$ cat config.mk
export PLATFORM = sky130hd
export DESIGN_NAME = vectored_request_unit
export DESIGN_NICKNAME = d
export VERILOG_FILES = /design/src/hdl/vectored_request_unit.v /design/src/hdl/pin_sync_filter.v
export VERILOG_INCLUDE_DIRS = /design/src /design/src/hdl
export SDC_FILE = /design/constraint.sdc
export NUM_CORES = 1
export LEC_CHECK = 0
export ABC_AREA = 0
export BUFFER_PORTS_ARGS = -buffer_cell sky130_fd_sc_hd__buf_4
export CORE_AREA = 2 2 316 318
export DETAILED_ROUTE_END_ITERATION = 8
export DIE_AREA = 0 0 318 320
export GPL_TIMING_DRIVEN = 0
export PLACE_DENSITY = 0.37
export RECOVER_POWER = 25
export SKIP_CTS_REPAIR_TIMING = 1
export SKIP_LAST_GASP = 1
export SYNTH_ARGS = -nofsm -noshare
export SYNTH_HDL_FRONTEND = slang
export SYNTH_HIERARCHICAL = 1
export SYNTH_SLANG_ARGS = --single-unit
$ cat constraint.sdc
create_clock -name sys_clk -period 3.2 [get_ports sys_clk]
set_input_delay 0.32 -clock sys_clk [delete_from_list [all_inputs] [get_ports sys_clk]]
set_output_delay 0.32 -clock sys_clk [all_outputs]
set_load 0.005 [all_outputs]
$ cat src/hdl/request_unit_consts.vh
// constants for the vectored request unit
// assumes inclusion by bare name from design files under hdl/
`ifndef REQUEST_UNIT_CONSTS_VH
`define REQUEST_UNIT_CONSTS_VH

`define CHANNEL_COUNT 19
`define SLOT_COUNT 16
`define CHANNEL_INDEX_WIDTH 5
`define ADDRESS_WIDTH 32

`define CH_WATCHDOG 0
`define CH_SOFTWARE 1
`define CH_DEBUG_RECEIVE 2
`define CH_DEBUG_TRANSMIT 3
`define CH_TIMER_A 4
`define CH_TIMER_B 5
`define CH_SERIAL_A 6
`define CH_SERIAL_B 7
`define CH_PULSE_WIDTH 8
`define CH_TWO_WIRE 9
`define CH_PERIPH_SERIAL_A 10
`define CH_PERIPH_SERIAL_B 11
`define CH_MULTIPLIER 12
`define CH_REAL_TIME 13
`define CH_EXTERNAL_FIRST 14
`define CH_CONVERTER 18

`define EXTERNAL_COUNT 4
`define TIMER_MATCH_COUNT 4
`define PULSE_MATCH_COUNT 7

`define RESET_ADDRESS 32'h00000000
`define RESET_STATUS 19'h00000

`endif

$ cat src/hdl/vectored_request_unit.v
// vectored request unit: sorts 19 request channels into fast, vectored
// and non-vectored classes and presents request lines, vector and status.
// assumes peripheral flags and settings are on sys_clk; external request
// pins are asynchronous; settings come from plain input ports.
`timescale 1ns/1ps
`include "request_unit_consts.vh"
module vectored_request_unit
#(
    parameter CHANNELS = `CHANNEL_COUNT,
    parameter SLOTS = `SLOT_COUNT,
    parameter IDX_W = `CHANNEL_INDEX_WIDTH,
    parameter ADDR_W = `ADDRESS_WIDTH
)
(
    input wire sys_clk,
    input wire rst,
    input wire watchdog_request,
    input wire software_request,
    input wire debug_channel_receive,
    input wire debug_channel_transmit,
    input wire [`TIMER_MATCH_COUNT-1:0] timer_a_match,
    input wire [`TIMER_MATCH_COUNT-1:0] timer_b_match,
    input wire serial_a_line_status_flag,
    input wire serial_a_transmit_holding_empty,
    input wire serial_a_receive_data_available,
    input wire serial_a_character_timeout_flag,
    input wire serial_b_line_status_flag,
    input wire serial_b_transmit_holding_empty,
    input wire serial_b_receive_data_available,
    input wire serial_b_character_timeout_flag,
    input wire serial_b_modem_status_flag,
    input wire [`PULSE_MATCH_COUNT-1:0] pulse_width_match,
    input wire two_wire_state_change,
    input wire periph_a_serial_transfer_done,
    input wire periph_a_serial_mode_fault,
    input wire periph_b_serial_transfer_done,
    input wire periph_b_serial_mode_fault,
    input wire sync_transmit_raw,
    input wire sync_receive_raw,
    input wire sync_timeout_raw,
    input wire sync_overrun_raw,
    input wire multiplier_locked,
    input wire clock_increment_flag,
    input wire clock_alarm_flag,
    input wire [`EXTERNAL_COUNT-1:0] external_request_pin,
    input wire converter_done,
    input wire [CHANNELS-1:0] channel_enable,
    input wire [CHANNELS-1:0] fast_select,
    input wire [SLOTS-1:0] slot_enable,
    input wire [SLOTS*IDX_W-1:0] slot_channel,
    input wire [SLOTS*ADDR_W-1:0] slot_address,
    input wire [ADDR_W-1:0] default_address,
    output reg fast_request_q,
    output reg normal_request_q,
    output reg [ADDR_W-1:0] vector_address_q,
    output reg [CHANNELS-1:0] fast_status_q,
    output reg [CHANNELS-1:0] normal_status_q,
    output reg [CHANNELS-1:0] raw_status_q
);
    localparam PAD_W = (1 << IDX_W) - CHANNELS;
    wire [`EXTERNAL_COUNT-1:0] external_level;
    // per peripheral request lines
    wire watchdog_line;
    wire software_line;
    wire debug_receive_line;
    wire debug_transmit_line;
    wire timer_a_line;
    wire timer_b_line;
    wire serial_a_line;
    wire serial_b_line;
    wire pulse_width_line;
    wire two_wire_line;
    wire periph_a_line;
    wire periph_b_line;
    wire multiplier_line;
    wire real_time_line;
    wire converter_line;
    wire [(1 << IDX_W)-1:0] normal_wide;
    wire [SLOTS:0] slot_taken;
    wire [SLOTS-1:0] slot_hit;
    wire [(SLOTS+1)*ADDR_W-1:0] slot_pick;
    reg [CHANNELS-1:0] raw_d;
    reg [CHANNELS-1:0] fast_d;
    reg [CHANNELS-1:0] normal_d;
    reg [ADDR_W-1:0] vector_d;
    integer n;
    integer m;
    genvar g;

    // external pins cross into the clock domain
    pin_sync_filter
    #(
        .WIDTH(`EXTERNAL_COUNT)
    )
    external_sync
    (
        .sys_clk(sys_clk),
        .rst(rst),
        .pin_in(external_request_pin),
        .level_q(external_level)
    );

    // one line per peripheral, the OR of its flags
    assign watchdog_line = watchdog_request;
    assign software_line = software_request;
    assign debug_receive_line = debug_channel_receive;
    assign debug_transmit_line = debug_channel_transmit;
    assign timer_a_line = |timer_a_match;
    assign timer_b_line = |timer_b_match;
    assign serial_a_line = serial_a_line_status_flag
        | serial_a_transmit_holding_empty
        | serial_a_receive_data_available
        | serial_a_character_timeout_flag;
    assign serial_b_line = serial_b_line_status_flag
        | serial_b_transmit_holding_empty
        | serial_b_receive_data_available
        | serial_b_character_timeout_flag
        | serial_b_modem_status_flag;
    assign pulse_width_line = |pulse_width_match;
    assign two_wire_line = two_wire_state_change;
    assign periph_a_line = periph_a_serial_transfer_done
        | periph_a_serial_mode_fault;
    assign periph_b_line = periph_b_serial_transfer_done
        | periph_b_serial_mode_fault
        | sync_transmit_raw
        | sync_receive_raw
        | sync_timeout_raw
        | sync_overrun_raw;
    assign multiplier_line = multiplier_locked;
    assign real_time_line = clock_increment_flag
        | clock_alarm_flag;
    assign converter_line = converter_done;

    // channel vector in channel order
    always @*
    begin
        raw_d = {CHANNELS{1'b0}};
        raw_d[`CH_WATCHDOG] = watchdog_line;
        raw_d[`CH_SOFTWARE] = software_line;
        raw_d[`CH_DEBUG_RECEIVE] = debug_receive_line;
        raw_d[`CH_DEBUG_TRANSMIT] = debug_transmit_line;
        raw_d[`CH_TIMER_A] = timer_a_line;
        raw_d[`CH_TIMER_B] = timer_b_line;
        raw_d[`CH_SERIAL_A] = serial_a_line;
        raw_d[`CH_SERIAL_B] = serial_b_line;
        raw_d[`CH_PULSE_WIDTH] = pulse_width_line;
        raw_d[`CH_TWO_WIRE] = two_wire_line;
        raw_d[`CH_PERIPH_SERIAL_A] = periph_a_line;
        raw_d[`CH_PERIPH_SERIAL_B] = periph_b_line;
        raw_d[`CH_MULTIPLIER] = multiplier_line;
        raw_d[`CH_REAL_TIME] = real_time_line;
        for (n = 0; n < `EXTERNAL_COUNT; n = n + 1)
        begin
            raw_d[`CH_EXTERNAL_FIRST + n] = external_level[n];
        end
        raw_d[`CH_CONVERTER] = converter_line;
    end

    // class sorting; a disabled channel joins neither class
    always @*
    begin
        fast_d = {CHANNELS{1'b0}};
        normal_d = {CHANNELS{1'b0}};
        for (m = 0; m < CHANNELS; m = m + 1)
        begin
            if (channel_enable[m] && fast_select[m])
            begin
                fast_d[m] = raw_d[m];
            end
            else if (channel_enable[m])
            begin
                normal_d[m] = raw_d[m];
            end
        end
    end

    // padded so any slot channel code indexes in range and codes above match nothing
    assign normal_wide = {{PAD_W{1'b0}}, normal_d};
    assign slot_taken[0] = 1'b0;
    assign slot_pick[ADDR_W-1:0] = {ADDR_W{1'b0}};

    // per slot match; a matching lower slot blocks every slot above it
    generate
        for (g = 0; g < SLOTS; g = g + 1)
        begin : slot_stage
            wire [IDX_W-1:0] code;
            wire is_first;
            assign code = slot_channel[g*IDX_W +: IDX_W];
            assign slot_hit[g] = slot_enable[g] & normal_wide[code];
            assign is_first = slot_hit[g] & ~slot_taken[g];
            assign slot_taken[g+1] = slot_taken[g] | slot_hit[g];
            assign slot_pick[(g+1)*ADDR_W +: ADDR_W] = slot_pick[g*ADDR_W +: ADDR_W]
                | ({ADDR_W{is_first}} & slot_address[g*ADDR_W +: ADDR_W]);
        end
    endgenerate

    // winning slot address, else the shared default
    always @*
    begin
        if (slot_taken[SLOTS])
        begin
            vector_d = slot_pick[SLOTS*ADDR_W +: ADDR_W];
        end
        else
        begin
            vector_d = default_address;
        end
    end

    // fast request line
    always @(posedge sys_clk)
    begin
        if (rst)
        begin
            fast_request_q <= 1'b0;
        end
        else
        begin
            fast_request_q <= |fast_d;
        end
    end

    // normal request line
    always @(posedge sys_clk)
    begin
        if (rst)
        begin
            normal_request_q <= 1'b0;
        end
        else
        begin
            normal_request_q <= |normal_d;
        end
    end

    // vector address
    always @(posedge sys_clk)
    begin
        if (rst)
        begin
            vector_address_q <= `RESET_ADDRESS;
        end
        else
        begin
            vector_address_q <= vector_d;
        end
    end

    // fast status word
    always @(posedge sys_clk)
    begin
        if (rst)
        begin
            fast_status_q <= `RESET_STATUS;
        end
        else
        begin
            fast_status_q <= fast_d;
        end
    end

    // normal status word
    always @(posedge sys_clk)
    begin
        if (rst)
        begin
            normal_status_q <= `RESET_STATUS;
        end
        else
        begin
            normal_status_q <= normal_d;
        end
    end

    // raw channel lines
    always @(posedge sys_clk)
    begin
        if (rst)
        begin
            raw_status_q <= `RESET_STATUS;
        end
        else
        begin
            raw_status_q <= raw_d;
        end
    end
endmodule

$ cat src/hdl/pin_sync_filter.v
// three-stage pin synchroniser with agreement filter
// assumes asynchronous pin levels and a synchronous active-high reset
`timescale 1ns/1ps
module pin_sync_filter
#(
    parameter WIDTH = 4
)
(
    input wire sys_clk,
    input wire rst,
    input wire [WIDTH-1:0] pin_in,
    output reg [WIDTH-1:0] level_q
);
    reg [WIDTH-1:0] stage1_q;
    reg [WIDTH-1:0] stage2_q;
    reg [WIDTH-1:0] stage3_q;
    integer k;

    always @(posedge sys_clk)
    begin
        if (rst)
        begin
            stage1_q <= {WIDTH{1'b0}};
            stage2_q <= {WIDTH{1'b0}};
            stage3_q <= {WIDTH{1'b0}};
            level_q <= {WIDTH{1'b0}};
        end
        else
        begin
            stage1_q <= pin_in;
            stage2_q <= stage1_q;
            stage3_q <= stage2_q;
            // accept a change once stages two and three agree
            for (k = 0; k < WIDTH; k = k + 1)
            begin
                if (stage2_q[k] == stage3_q[k])
                begin
                    level_q[k] <= stage3_q[k];
                end
            end
        end
    end
endmodule

==> results of run 1 <==
## cell type report
| cell class | count | area share [%] |
|---|---|---|
| Antenna cell | 9 | 0.103 |
| Buffer | 158 | 4.04 |
| Clock buffer | 9 | 1.03 |
| Clock inverter | 7 | 0.442 |
| Inverter | 98 | 1.69 |
| Multi-Input combinational cell | 1164 | 44.0 |
| Sequential cell | 107 | 9.85 |
| Tap cell | 1287 | 7.38 |
| Timing Repair Buffer | 883 | 31.5 |
## sequential cells by signal (all words and copies together) (netlist names)
signal                  cells
external_sync/stage2_q      4
fast_request_q              1
normal_request_q            1
vector_address_q           32
external_sync/stage1_q      4
external_sync/stage3_q      4
raw_status_q               19
external_sync/level_q       4
fast_status_q              19
normal_status_q            19
## cell usage in the layout (no fill, tap or decap), types with 17 or more instances in the layout
master,count
buf_4,857
dfxtp_1,104
nor2_1,101
inv_1,97
nor3_1,77
clkbuf_1,68
a21oi_1,68
a31oi_1,52
mux2i_1,51
nand2b_1,48
nand3_1,47
clkbuf_2,41
o22ai_1,34
nand2_1,33
o2111ai_1,33
a221o_1,32
and4_1,31
o2bb2ai_1,30
o22a_1,30
a32oi_1,24
o31ai_1,22
buf_12,21
nor2b_1,19
o31ai_4,19
o21ai_0,18
a221oi_2,17
## kinds of logic (layout without fill, tap and decap cells)
logic type             count (synthesis)  in the layout  synth area share [%]
AOI/OAI and AO/OA                    581            582                  39.4
and+or+nand+nor                      505            505                  24.9
buffers and inverters                269           1155                  9.11
DFF                                  107            107                  18.3
muxes                                 77             77                  8.25
other                                  0              9                     0
## power breakdown
group	switching, mW	internal, mW
registers	0.0277	1.43
logic	1.70	1.45
clock network	0.762	0.575
total	2.49	3.45
## stage by stage
step | hold slack [ns] | util (%) | cell area (µm²) | setup slack [ns]
6_report | 0.0752 | 22.3 | 21800 | -0.188
5_1_grt | 0.0650 | 22.3 | 21800 | -0.269
4_1_cts | 0.0375 | 20.2 | 19800 | -2.47
2_1_floorplan | 0.392 | - | 11700 | -0.159
3_3_place_gp | 0.426 | 19.7 | 19300 | -4.72
3_5_place_dp | 0.439 | 19.9 | 19500 | -2.56
## routing by layer
| layer | up-vias | GRT usage, % | part of all wire [%] |
|---|---|---|---|
| met5 | - | 0 | 0.081 |
| met3 | 97 | 5.29 | 7.0 |
| met1 | 8363 | 25.8 | 44 |
| li1 | 7896 | - | - |
| met4 | 14 | 5.47 | 2.4 |
| met2 | 717 | 33.0 | 47 |
## worst paths after layout
kind	startpoint	endpoint	depth (start not counted)
worst max-delay path	timer_a_match[0]	vector_address_q[28]	15
worst min-delay path	fast_select[8]	normal_status_q[8]	2
worst max register to register	external_sync/level_q[0]	vector_address_q[28]	14
worst min register to register	external_sync/stage1_q[0]	external_sync/stage2_q[0]	1
==> metrics.md, run 1 <==
| Metric | Value |
|---|---|
| Total negative slack | -4.06 ns |
| Die height | 320 µm |
| Mean Syn Cell Area | 7.59 µm² |
| Total GRT Usage | 20.1% |
| Vias | 17100 |
| Final wirelength | 108000 µm |
| Failing checks | setup timing |
| Max-slew headroom | 17.2% |
| Max rail drop VDD | 0.228 mV |
| Initial antenna violation count | 25 |
| Setup-failing EPs final | 32 |
| Post-Layout Cell Count | 3722 |
| Number of global-route vias before repair | 17100 |
| Max-cap violations | 0 |
| Die ar. | 0.102 mm² |
| Sequential share of the synthesized area | 18.3% |
| Fin. Hold Viols | 0 |
| Io pins | 816 |
| Prevailing post-synth register cell | dfxtp_1 |
| Layout cells sized above 1 | 48.9% |
| CP top delay family | compound AO/OA/AOI/OAI gates |
| Global-route wire length before repair | 142000 µm |
| Run status | complete, but fails checks |
| Layout Nets | 3146 |
| Leading area contributor after synthesis | dfxtp_1 |
| CP Max Fanout | 10 |
| R2R Setup Slk | -0.15 ns |
| Synthesis-to-finish area growth | 86.8% |
| CTS sink cnt | 107 |
| Synth top area share | 18.3% |
| Pins over their slew limit | 0 |
| Worst Hold Class | in -> reg |
| # port buffers | 798 |
| CORE AREA | 0.0980 mm² |
| CP Class | in -> reg |
| Number of flops mapped to enable cells by yosys | 0 |
| Cell Pwr Density | 272 mW/mm² |
| Mapped cell area | 0.0117 mm² |
| # rows | 115 |
| CTS tree | yes |
| Maximum clock frequency | 0.295 GHz |
| CTS buffer count | 9 |
| Crit path cell chain | buf_4, o41ai_4, buf_4, clkbuf_4, nor3_1, o211ai_1, o211ai_1, o2111a_2, or4_4, buf_12, or4_4, buf_12, buf_8, o31ai_4, a31oi_4 |
| CTS H-tree depth | 3 |
| Commonest cells in the netlist | clkbuf_1, dfxtp_1, nor2_1 |
| Count leader, synth | clkbuf_1 |
| Cells after synthesis | 1539 |
| Share of flip-flops with an asynchronous set or reset | 0% |
| Worst setup EP type | flip-flop |
| Slowest-stage cell, CP | or4_4 |
| Ys Warns | 6 |
| First DRT Iteration DRCs | 1279 |
| Buf/Inv on CP | 6 |
| CP required | 3.49 ns |
| Final HPWL DP | 90500 µm |
| Initial Utilization | 11.9% |
| Area occupied by multi-input gates | 0.00959 mm² |
| ANT nets after route | 0 |
| Critical Path Start Type | primary input |
| Pre-Repair DR Iteration Count | 5 |
| Min Tclk post-route | 3.39 ns |
| DRC | 0 |
| Placed Instances | 3634 |
| Final worst slack | -0.188 ns |
| Fillers | 11000 |
| GP Congestion | 0.894 |
| Tcrit/Tclk final | 106% |
| Worst Tran Pin Value | 1.24 ns |
| Longest Clk Path Bufs | 2 |
| FF+latch count, synth | 107 |
| CTS root buffer | clkbuf_16 |
| Crit-path max cell delay | 0.56 ns |
| Largest net degree at the start of global routing | 24 |
| Data arrival, critical path | 3.68 ns |
| Synth area leaders | dfxtp_1, mux2i_1, clkbuf_1 |
| GR Overflow Total | 0 |
| Final Skew | 0.0143 ns |
| Final Power | 5.94 mW |
| Mapped Nets | 2264 |
| Static Leak | 9.05 nW |
| Clk_lat worst skew | 0.43 ns |
| RSZ-0062 raised after global routing | true |
| Wire per inst | 29.1 µm |
| Die width | 318 µm |
| Vias per std cell | 4.59 |
| Clk pin slew, worst setup/hold paths | 0.10 ns |
| Netlist cell types | 86 |
| Register Area | 0.00215 mm² |
Power figures use the tool's default switching activity.
==> inputs of run 2 (changes only) <==
Settings changed: CORE_AREA 2 2 316 318 to 2 2 317 319, DIE_AREA 0 0 318 320 to 0 0 319 321, PLACE_DENSITY 0.37 to 0.36, SYNTH_HIERARCHICAL 1 to unset.
==> run 2 against run 1 <==
Net effect: the run still ends with setup timing left; non-clock buffer count up 14; combinational power up 4%; global-route usage up 0.46 points; count of clock-buffer cells in the layout unchanged; total power up 1.9%; sequential share of layout area up 0.13 points; first-iteration DRC count up 3.1%.
==> metrics.md, run 2 <==
| Metric | Value |
|---|---|
| Critical Path Start Type | flip-flop (was primary input) |
| Reg-to-reg critical path endpoint | vector_address_q[7] (was vector_address_q[28]) |
| Mean Syn Cell Area | 7.68 µm² (was 7.59 µm²) |
| Mapped cell area | 0.0108 mm² (was 0.0117 mm²) |
| Vias | 16400 (was 17100) |
| Final HPWL DP | 94100 µm (was 90500 µm) |
| Most frequent cells in the layout | buf_4, nor2_1, dfxtp_1 (was buf_4, dfxtp_1, nor2_1) |
| First DRT Iteration DRCs | 1319 (was 1279) |
| Vias per std cell | 4.51 (was 4.59) |
| Max rail drop VDD | 0.263 mV (was 0.228 mV) |
| Static Leak | 8.91 nW (was 9.05 nW) |
| Biggest register | vector_address_q (unchanged) |
| Crit-path max cell delay | 0.51 ns (was 0.56 ns) |
| Total GRT Usage | 20.5% (was 20.1%) |
| Mapped Nets | 2130 (was 2264) |
| CP Depth | 12 (was 15) |
| Commonest cells in the netlist | nor2_1, clkbuf_1, dfxtp_1 (was clkbuf_1, dfxtp_1, nor2_1) |
| Synth area leaders | dfxtp_1, a221oi_1, nor2_1 (was dfxtp_1, mux2i_1, clkbuf_1) |
| Crit path cell chain | nand3b_1, buf_6, buf_4, mux4_2, o31ai_1, o2111ai_2, and3_4, and3_4, buf_6, o21bai_1, a221oi_4, a211oi_2 (was buf_4, o41ai_4, buf_4, clkbuf_4, nor3_1, o211ai_1, o211ai_1, o2111a_2, or4_4, buf_12, or4_4, buf_12, buf_8, o31ai_4, a31oi_4) |
| CP required | 3.43 ns (was 3.49 ns) |
| CTS sink cnt | 107 (unchanged) |
| R2r startpoint | external_sync.level_q[0] (was external_sync/level_q[0]) |
| Final Skew | 0.0235 ns (was 0.0143 ns) |
| Netlist cell types | 84 (was 86) |
| Clk_lat worst skew | 0.41 ns (was 0.43 ns) |
| Leading area contributor after synthesis | dfxtp_1 (unchanged) |
| CTS buffer count | 9 (unchanged) |
| Comb pwr share | 54.4% (was 53.0%) |
| Setup-failing EPs final | 32 (unchanged) |
| Layout cells sized above 1 | 53.7% (was 48.9%) |
| Initial Utilization | 10.9% (was 11.9%) |
| Tcrit/Tclk final | 112% (was 106%) |
| R2R Setup Slk | -0.40 ns (was -0.15 ns) |
| Hold path cells | 2 (unchanged) |
| ANT nets after route | 0 (unchanged) |
| DRC | 0 (unchanged) |
| Worst Hold Class | in -> reg (unchanged) |
| Sequential share of the synthesized area | 19.9% (was 18.3%) |
| Max-slew headroom | 8.61% (was 17.2%) |
| Largest net degree at the start of global routing | 22 (was 24) |
| Placed Area | 0.0185 mm² (was 0.0195 mm²) |
| # port buffers | 796 (was 798) |
| Die width | 319 µm (was 318 µm) |
| Cells after synthesis | 1405 (was 1539) |
| Worst setup EP type | flip-flop (unchanged) |
| CP Max Fanout | 10 (unchanged) |
| Ys Warns | 0 (was 6) |
| Slowest-stage cell, CP | a221oi_4 (was or4_4) |
| RSZ-0062 raised after global routing | true (unchanged) |
| Fin. Hold Viols | 0 (unchanged) |
| R2R cell count | 12 (was 14) |
| Buf/Inv on CP | 3 (was 6) |
| Cell Pwr Density | 281 mW/mm² (was 272 mW/mm²) |
| Clk pwr share | 21.4% (was 22.5%) |
| Global-route wire length before repair | 142000 µm (about the same) |
| Switching pwr | 2.54 mW (was 2.49 mW) |
| GP Congestion | 0.916 (was 0.894) |
| CTS H-tree depth | 3 (unchanged) |
| CP Class | reg -> reg (was in -> reg) |
| Most common cell after layout, fill and taps aside | buf_4 (unchanged) |
| CTS root buffer | clkbuf_16 (unchanged) |
| Min Tclk post-route | 3.60 ns (was 3.39 ns) |
| Die height | 321 µm (was 320 µm) |
| Io pins | 816 (unchanged) |
| Max-cap violations | 0 (unchanged) |
| Switch share | 42.0% (was 41.9%) |
| Wire per inst | 30.9 µm (was 29.1 µm) |
| Number of flops mapped to enable cells by yosys | 0 (unchanged) |
| Final wirelength | 112000 µm (was 108000 µm) |
| Layout Nets | 3042 (was 3146) |
| Failing checks | setup timing (unchanged) |
| Hold WS | 0.0957 ns (was 0.0752 ns) |
| Run status | complete, but fails checks (unchanged) |
| Data arrival, critical path | 3.83 ns (was 3.68 ns) |
| Prevailing post-synth register cell | dfxtp_1 (unchanged) |
| Pre-Repair DR Iteration Count | 5 (unchanged) |
| Worst Tran Pin Value | 1.37 ns (was 1.24 ns) |
| Count leader, synth | nor2_1 (was clkbuf_1) |
| Share of flip-flops with an asynchronous set or reset | 0% (unchanged) |
| FF+latch count, synth | 107 (unchanged) |
| Critical Path End | vector_address_q[7] (was vector_address_q[28]) |
| Max FFs per register | 32 (unchanged) |
| Synth top area share | 19.9% (was 18.3%) |
| Maximum clock frequency | 0.278 GHz (was 0.295 GHz) |
| CTS tree | yes (unchanged) |
| Critical path startpoint | external_sync.level_q[0] (was timer_a_match[0]) |
| Longest Clk Path Bufs | 2 (unchanged) |
| Final worst slack | -0.397 ns (was -0.188 ns) |
| CP top delay family | compound AO/OA/AOI/OAI gates (unchanged) |
| Pins over their slew limit | 0 (unchanged) |
| CORE AREA | 0.0993 mm² (was 0.0980 mm²) |
| Die ar. | 0.102 mm² (about the same) |
| Sequential power share | 24.2% (was 24.5%) |
| # rows | 116 (was 115) |
| Pint | 3.51 mW (was 3.45 mW) |
| Clk pin slew, worst setup/hold paths | 0.10 ns (about the same) |
| Synthesis-to-finish area growth | 100% (was 86.8%) |
| Design area | 0.0216 mm² (was 0.0218 mm²) |
| Initial antenna violation count | 35 (was 25) |
| Number of global-route vias before repair | 15500 (was 17100) |
| Final Power | 6.05 mW (was 5.94 mW) |
| GR Overflow Total | 0 (unchanged) |
-- run 2: cell count changes after synthesis, sizes merged, moves of 34 or more --
| cell | change |
|---|---|
| a211oi | +68 |
| a221oi | +50 |
| a31oi | -56 |
| inv | -74 |
| nand2b | -37 |
| nor2 | +74 |
| o2111ai | -34 |
| o21ai | +35 |
-- run 2: worst min path at each step --
| stage | startpoint | endpoint |
|---|---|---|
| 2_1_floorplan | fast_select[0] | normal_status_q[0] |
| 3_3_place_gp | external_sync.stage1_q[0] | external_sync.stage2_q[0] |
| 3_5_place_dp | external_sync.stage1_q[1] | external_sync.stage2_q[1] |
| 4_1_cts | fast_select[2] | normal_status_q[2] |
| 5_1_grt | fast_select[2] | normal_status_q[2] |
| 6_report | fast_select[2] | normal_status_q[2] |
-- run 2: cell families (layout without fill, tap and decap cells) --
family                 after synthesis  after routing  synth area share [%]
AND/OR/NAND/NOR                    495            495                  24.1
multiplexers                        81             81                  9.65
buffers and inverters              179           1096                  6.88
flip-flops                         107            107                  19.9
AO/OA/AOI/OAI                      543            543                  39.5
other                                0             12                     0
-- run 2: power groups by stage --
stage	Sequential (mW)	Clock, mW	Combinational (mW)
2_1_floorplan	1.50	0	0.989
3_3_place_gp	1.50	0	2.74
3_5_place_dp	1.50	0	2.74
4_1_cts	1.47	1.38	2.75
5_1_grt	1.48	1.40	3.47
6_report	1.47	1.30	3.29
-- run 2: final cells by class --
cell class	instances	area (µm²)
diodes	12	30.0
plain buffers	141	957
clock buffers	9	225
clock inverters	7	77.6
fillers	11200	77700
inverters	25	97.6
multi-input cells	1119	9280
flip-flops and latches	107	2150
well taps	1298	1620
repair buffers	914	7130
-- run 2: metal layers --
layer	up-vias	routed length [µm]	global-route usage, %
li1	7370	-	-
met1	8111	51700	28.9
met2	748	49200	31.2
met3	103	8900	4.99
met4	34	2080	5.02
met5	-	201	0
-- run 2: through the flow --
| step | utilization, % | TNS (ns) | cells | worst slack, ns |
|---|---|---|---|---|
| 6_report | 21.7 | -7.27 | 3632 | -0.397 |
| 5_1_grt | 21.7 | -10.69 | 3628 | -0.438 |
| 4_1_cts | 18.9 | -79.80 | 3520 | -3.03 |
| 3_5_place_dp | 18.6 | -83.85 | 3504 | -3.05 |
| 3_3_place_gp | 18.5 | -98.79 | 3499 | -3.43 |
| 2_1_floorplan | - | 0 | 1405 | 0.0263 |
==> inputs of run 3 (changes only) <==
--- a/config.mk
+++ b/config.mk
@@ -9,9 +9,9 @@
 export ABC_AREA = 0
 export BUFFER_PORTS_ARGS = -buffer_cell sky130_fd_sc_hd__buf_4
-export CORE_AREA = 2 2 317 319
+export CORE_AREA = 2 2 320 322
 export DETAILED_ROUTE_END_ITERATION = 8
-export DIE_AREA = 0 0 319 321
+export DIE_AREA = 0 0 322 324
 export GPL_TIMING_DRIVEN = 0
-export PLACE_DENSITY = 0.36
+export PLACE_DENSITY = 0.35
 export RECOVER_POWER = 25
 export SKIP_CTS_REPAIR_TIMING = 1
==> constraint.sdc (replaced) <==
create_clock -name sys_clk -period 4.1 [get_ports sys_clk]
set_input_delay 0.615 -clock sys_clk [delete_from_list [all_inputs] [get_ports sys_clk]]
set_output_delay 0.615 -clock sys_clk [all_outputs]
set_load 0.005 [all_outputs]
==> run 3 against run 2 <==
Net effect: the run now ends clean; sequential power shrank 22%; final cell count fell by 0.96%; via count is 1.4% lower; routed wire length up 0.34%; utilization decreased by 1.7 points; largest cell class unchanged; combinational power fell by 28%.
==> metrics.md, run 3 (synthesis gave the netlist of run 2 again) <==
| Metric | Value |
|---|---|
| Place WS | -2.34 ns (was -3.05 ns) |
| Die width | 322 µm (was 319 µm) |
| Run status | finished clean (was complete, but fails checks) |
| Final Skew | 0.00828 ns (was 0.0235 ns) |
| CTS H-tree depth | 3 (unchanged) |
| Most frequent cells in the layout | buf_4, nor2_1, dfxtp_1 (unchanged) |
| Max-cap violations | 0 (unchanged) |
| Biggest register | vector_address_q (unchanged) |
| Longest Clk Path Bufs | 2 (unchanged) |
| Vias per std cell | 4.49 (was 4.51) |
| Layout cells sized above 1 | 49.4% (was 53.7%) |
| CP Class | in -> reg (was reg -> reg) |
| Die ar. | 0.104 mm² (was 0.102 mm²) |
| Slowest-stage cell, CP | or4_4 (was a221oi_4) |
| Crit-path max cell delay | 0.64 ns (was 0.51 ns) |
| Final HPWL DP | 94200 µm (was 94100 µm) |
| Final worst slack | 0.0243 ns (was -0.397 ns) |
| CP Depth | 15 (was 12) |
| Global-route wire length before repair | 140000 µm (was 142000 µm) |
| Final wirelength | 112000 µm (about the same) |
| First DRT Iteration DRCs | 1210 (was 1319) |
| # rows | 117 (was 116) |
| Data arrival, critical path | 4.36 ns (was 3.83 ns) |
| Pre-Repair DR Iteration Count | 6 (was 5) |
| Total GRT Usage | 20.1% (was 20.5%) |
| Worst Hold Class | in -> reg (unchanged) |
| Io pins | 816 (unchanged) |
| Crit path cell chain | buf_4, or4_4, o21a_4, a21oi_1, o221ai_1, and4_2, buf_6, nor4b_4, and3_1, buf_6, nor3b_4, buf_4, buf_12, a211oi_2, a211oi_2 (was nand3b_1, buf_6, buf_4, mux4_2, o31ai_1, o2111ai_2, and3_4, and3_4, buf_6, o21bai_1, a221oi_4, a211oi_2) |
| Cell Pwr Density | 224 mW/mm² (was 281 mW/mm²) |
| R2R cell count | 14 (was 12) |
| CTS tree | yes (unchanged) |
| Min Tclk post-route | 4.08 ns |
| # port buffers | 796 (unchanged) |
| Synthesis-to-finish area growth | 87.8% (was 100%) |
| Maximum clock frequency | 0.245 GHz |
| CORE AREA | 0.101 mm² (was 0.0993 mm²) |
| Clk_lat worst skew | 0.42 ns (was 0.41 ns) |
| Layout Nets | 2995 (was 3042) |
| Max-slew headroom | 13.7% (was 8.61%) |
| Design area | 0.0203 mm² (was 0.0216 mm²) |
| Tcrit/Tclk final | 99.4% |
| CP top delay family | simple AND/OR/NAND/NOR gates (was compound AO/OA/AOI/OAI gates) |
| Placed Area | 0.0185 mm² (about the same) |
| Final Power | 4.53 mW (was 6.05 mW) |
| CTS root buffer | clkbuf_16 (unchanged) |
| Clk pin slew, worst setup/hold paths | 0.10 ns (about the same) |
| Wire per inst | 31.3 µm (was 30.9 µm) |
| GP Congestion | 0.914 (was 0.916) |
| Largest net degree at the start of global routing | 21 (was 22) |
| Static Leak | 8.43 nW (was 8.91 nW) |
| CTS buffer count | 9 (unchanged) |
| Initial antenna violation count | 44 (was 35) |
| Worst setup EP type | flip-flop (unchanged) |
| Max rail drop VDD | 0.185 mV (was 0.263 mV) |
| Most common cell after layout, fill and taps aside | buf_4 (unchanged) |
| Setup-failing EPs final | 0 (was 32) |
| Hold WS | 0.382 ns (was 0.0957 ns) |
| Buf/Inv on CP | 5 (was 3) |
| Worst Tran Pin Value | 1.29 ns (was 1.37 ns) |
| Die height | 324 µm (was 321 µm) |
| Initial Utilization | 10.7% (was 10.9%) |
| Hold path cells | 2 (unchanged) |
| Vias | 16100 (was 16400) |
| CTS sink cnt | 107 (unchanged) |
| CP Max Fanout | 10 (unchanged) |
| DRC | 0 (unchanged) |
| Fin. Hold Viols | 0 (unchanged) |
| GR Overflow Total | 0 (unchanged) |
| Critical Path Start Type | primary input (was flip-flop) |
| ANT nets after route | 0 (unchanged) |
| Number of global-route vias before repair | 15600 (was 15500) |
| Pins over their slew limit | 0 (unchanged) |
| Max FFs per register | 32 (unchanged) |
| R2R Setup Slk | 0.07 ns (was -0.40 ns) |
| CP required | 4.38 ns (was 3.43 ns) |
## run 3: cell count changes in the layout (fill, tap and decap cells not counted), moves of 13 or more
| cell | previous run | this run |
|---|---|---|
| buf_4 | 868 | 843 |
| a211oi_4 | 29 | 6 |
| nor3_2 | 18 | 3 |
| buf_6 | 24 | 11 |
| a211oi_1 | 18 | 37 |
| buf_12 | 24 | 9 |
| nor3_1 | 40 | 54 |
## run 3: through the flow
stage               instances  setup TNS [ns]  util, %
finish                   3597               0     20.1
detailed placement       3514          -63.68     18.3
global route             3593          -0.109     20.0
global placement         3510          -75.92     18.2
CTS                      3530          -49.64     18.6
floorplan                1405               0        -
## run 3: final timing paths
check / endpoint / from
setup reg to reg: vector_address_q[27] / external_sync.level_q[0]
hold / removal: normal_status_q[0] / fast_select[0]
setup / recovery: vector_address_q[15] / sync_overrun_raw
hold reg to reg: external_sync.stage2_q[3] / external_sync.stage1_q[3]
## run 3: area by class of cell
type / count / area, µm²
flip-flops and latches: 107 / 2140
diodes: 13 / 32.5
well taps: 1309 / 1640
clock buffers: 10 / 239
clock inverters: 6 / 66.3
multi-input cells: 1120 / 8690
fillers: 11600 / 80800
inverters: 25 / 97.6
repair buffers: 866 / 6620
plain buffers: 141 / 729
## run 3: report_power, final
part           switching (mW)  internal (mW)  total, mW  leakage, nW
logic                    1.30           1.07       2.37         7.40
registers              0.0253           1.12       1.14        0.882
clock network           0.567          0.449       1.02        0.146
total                    1.89           2.64       4.53         8.43
## run 3: layer usage
layer | vias to the layer above | share of wire (%) | global-route usage (%) | wire length [µm]
li1 | 7313 | - | - | -
met1 | 8044 | 47 | 28.6 | 53300
met2 | 661 | 44 | 29.5 | 49100
met3 | 88 | 7.5 | 5.92 | 8470
met4 | 38 | 1.2 | 4.08 | 1350
met5 | - | 0.20 | 0 | 227
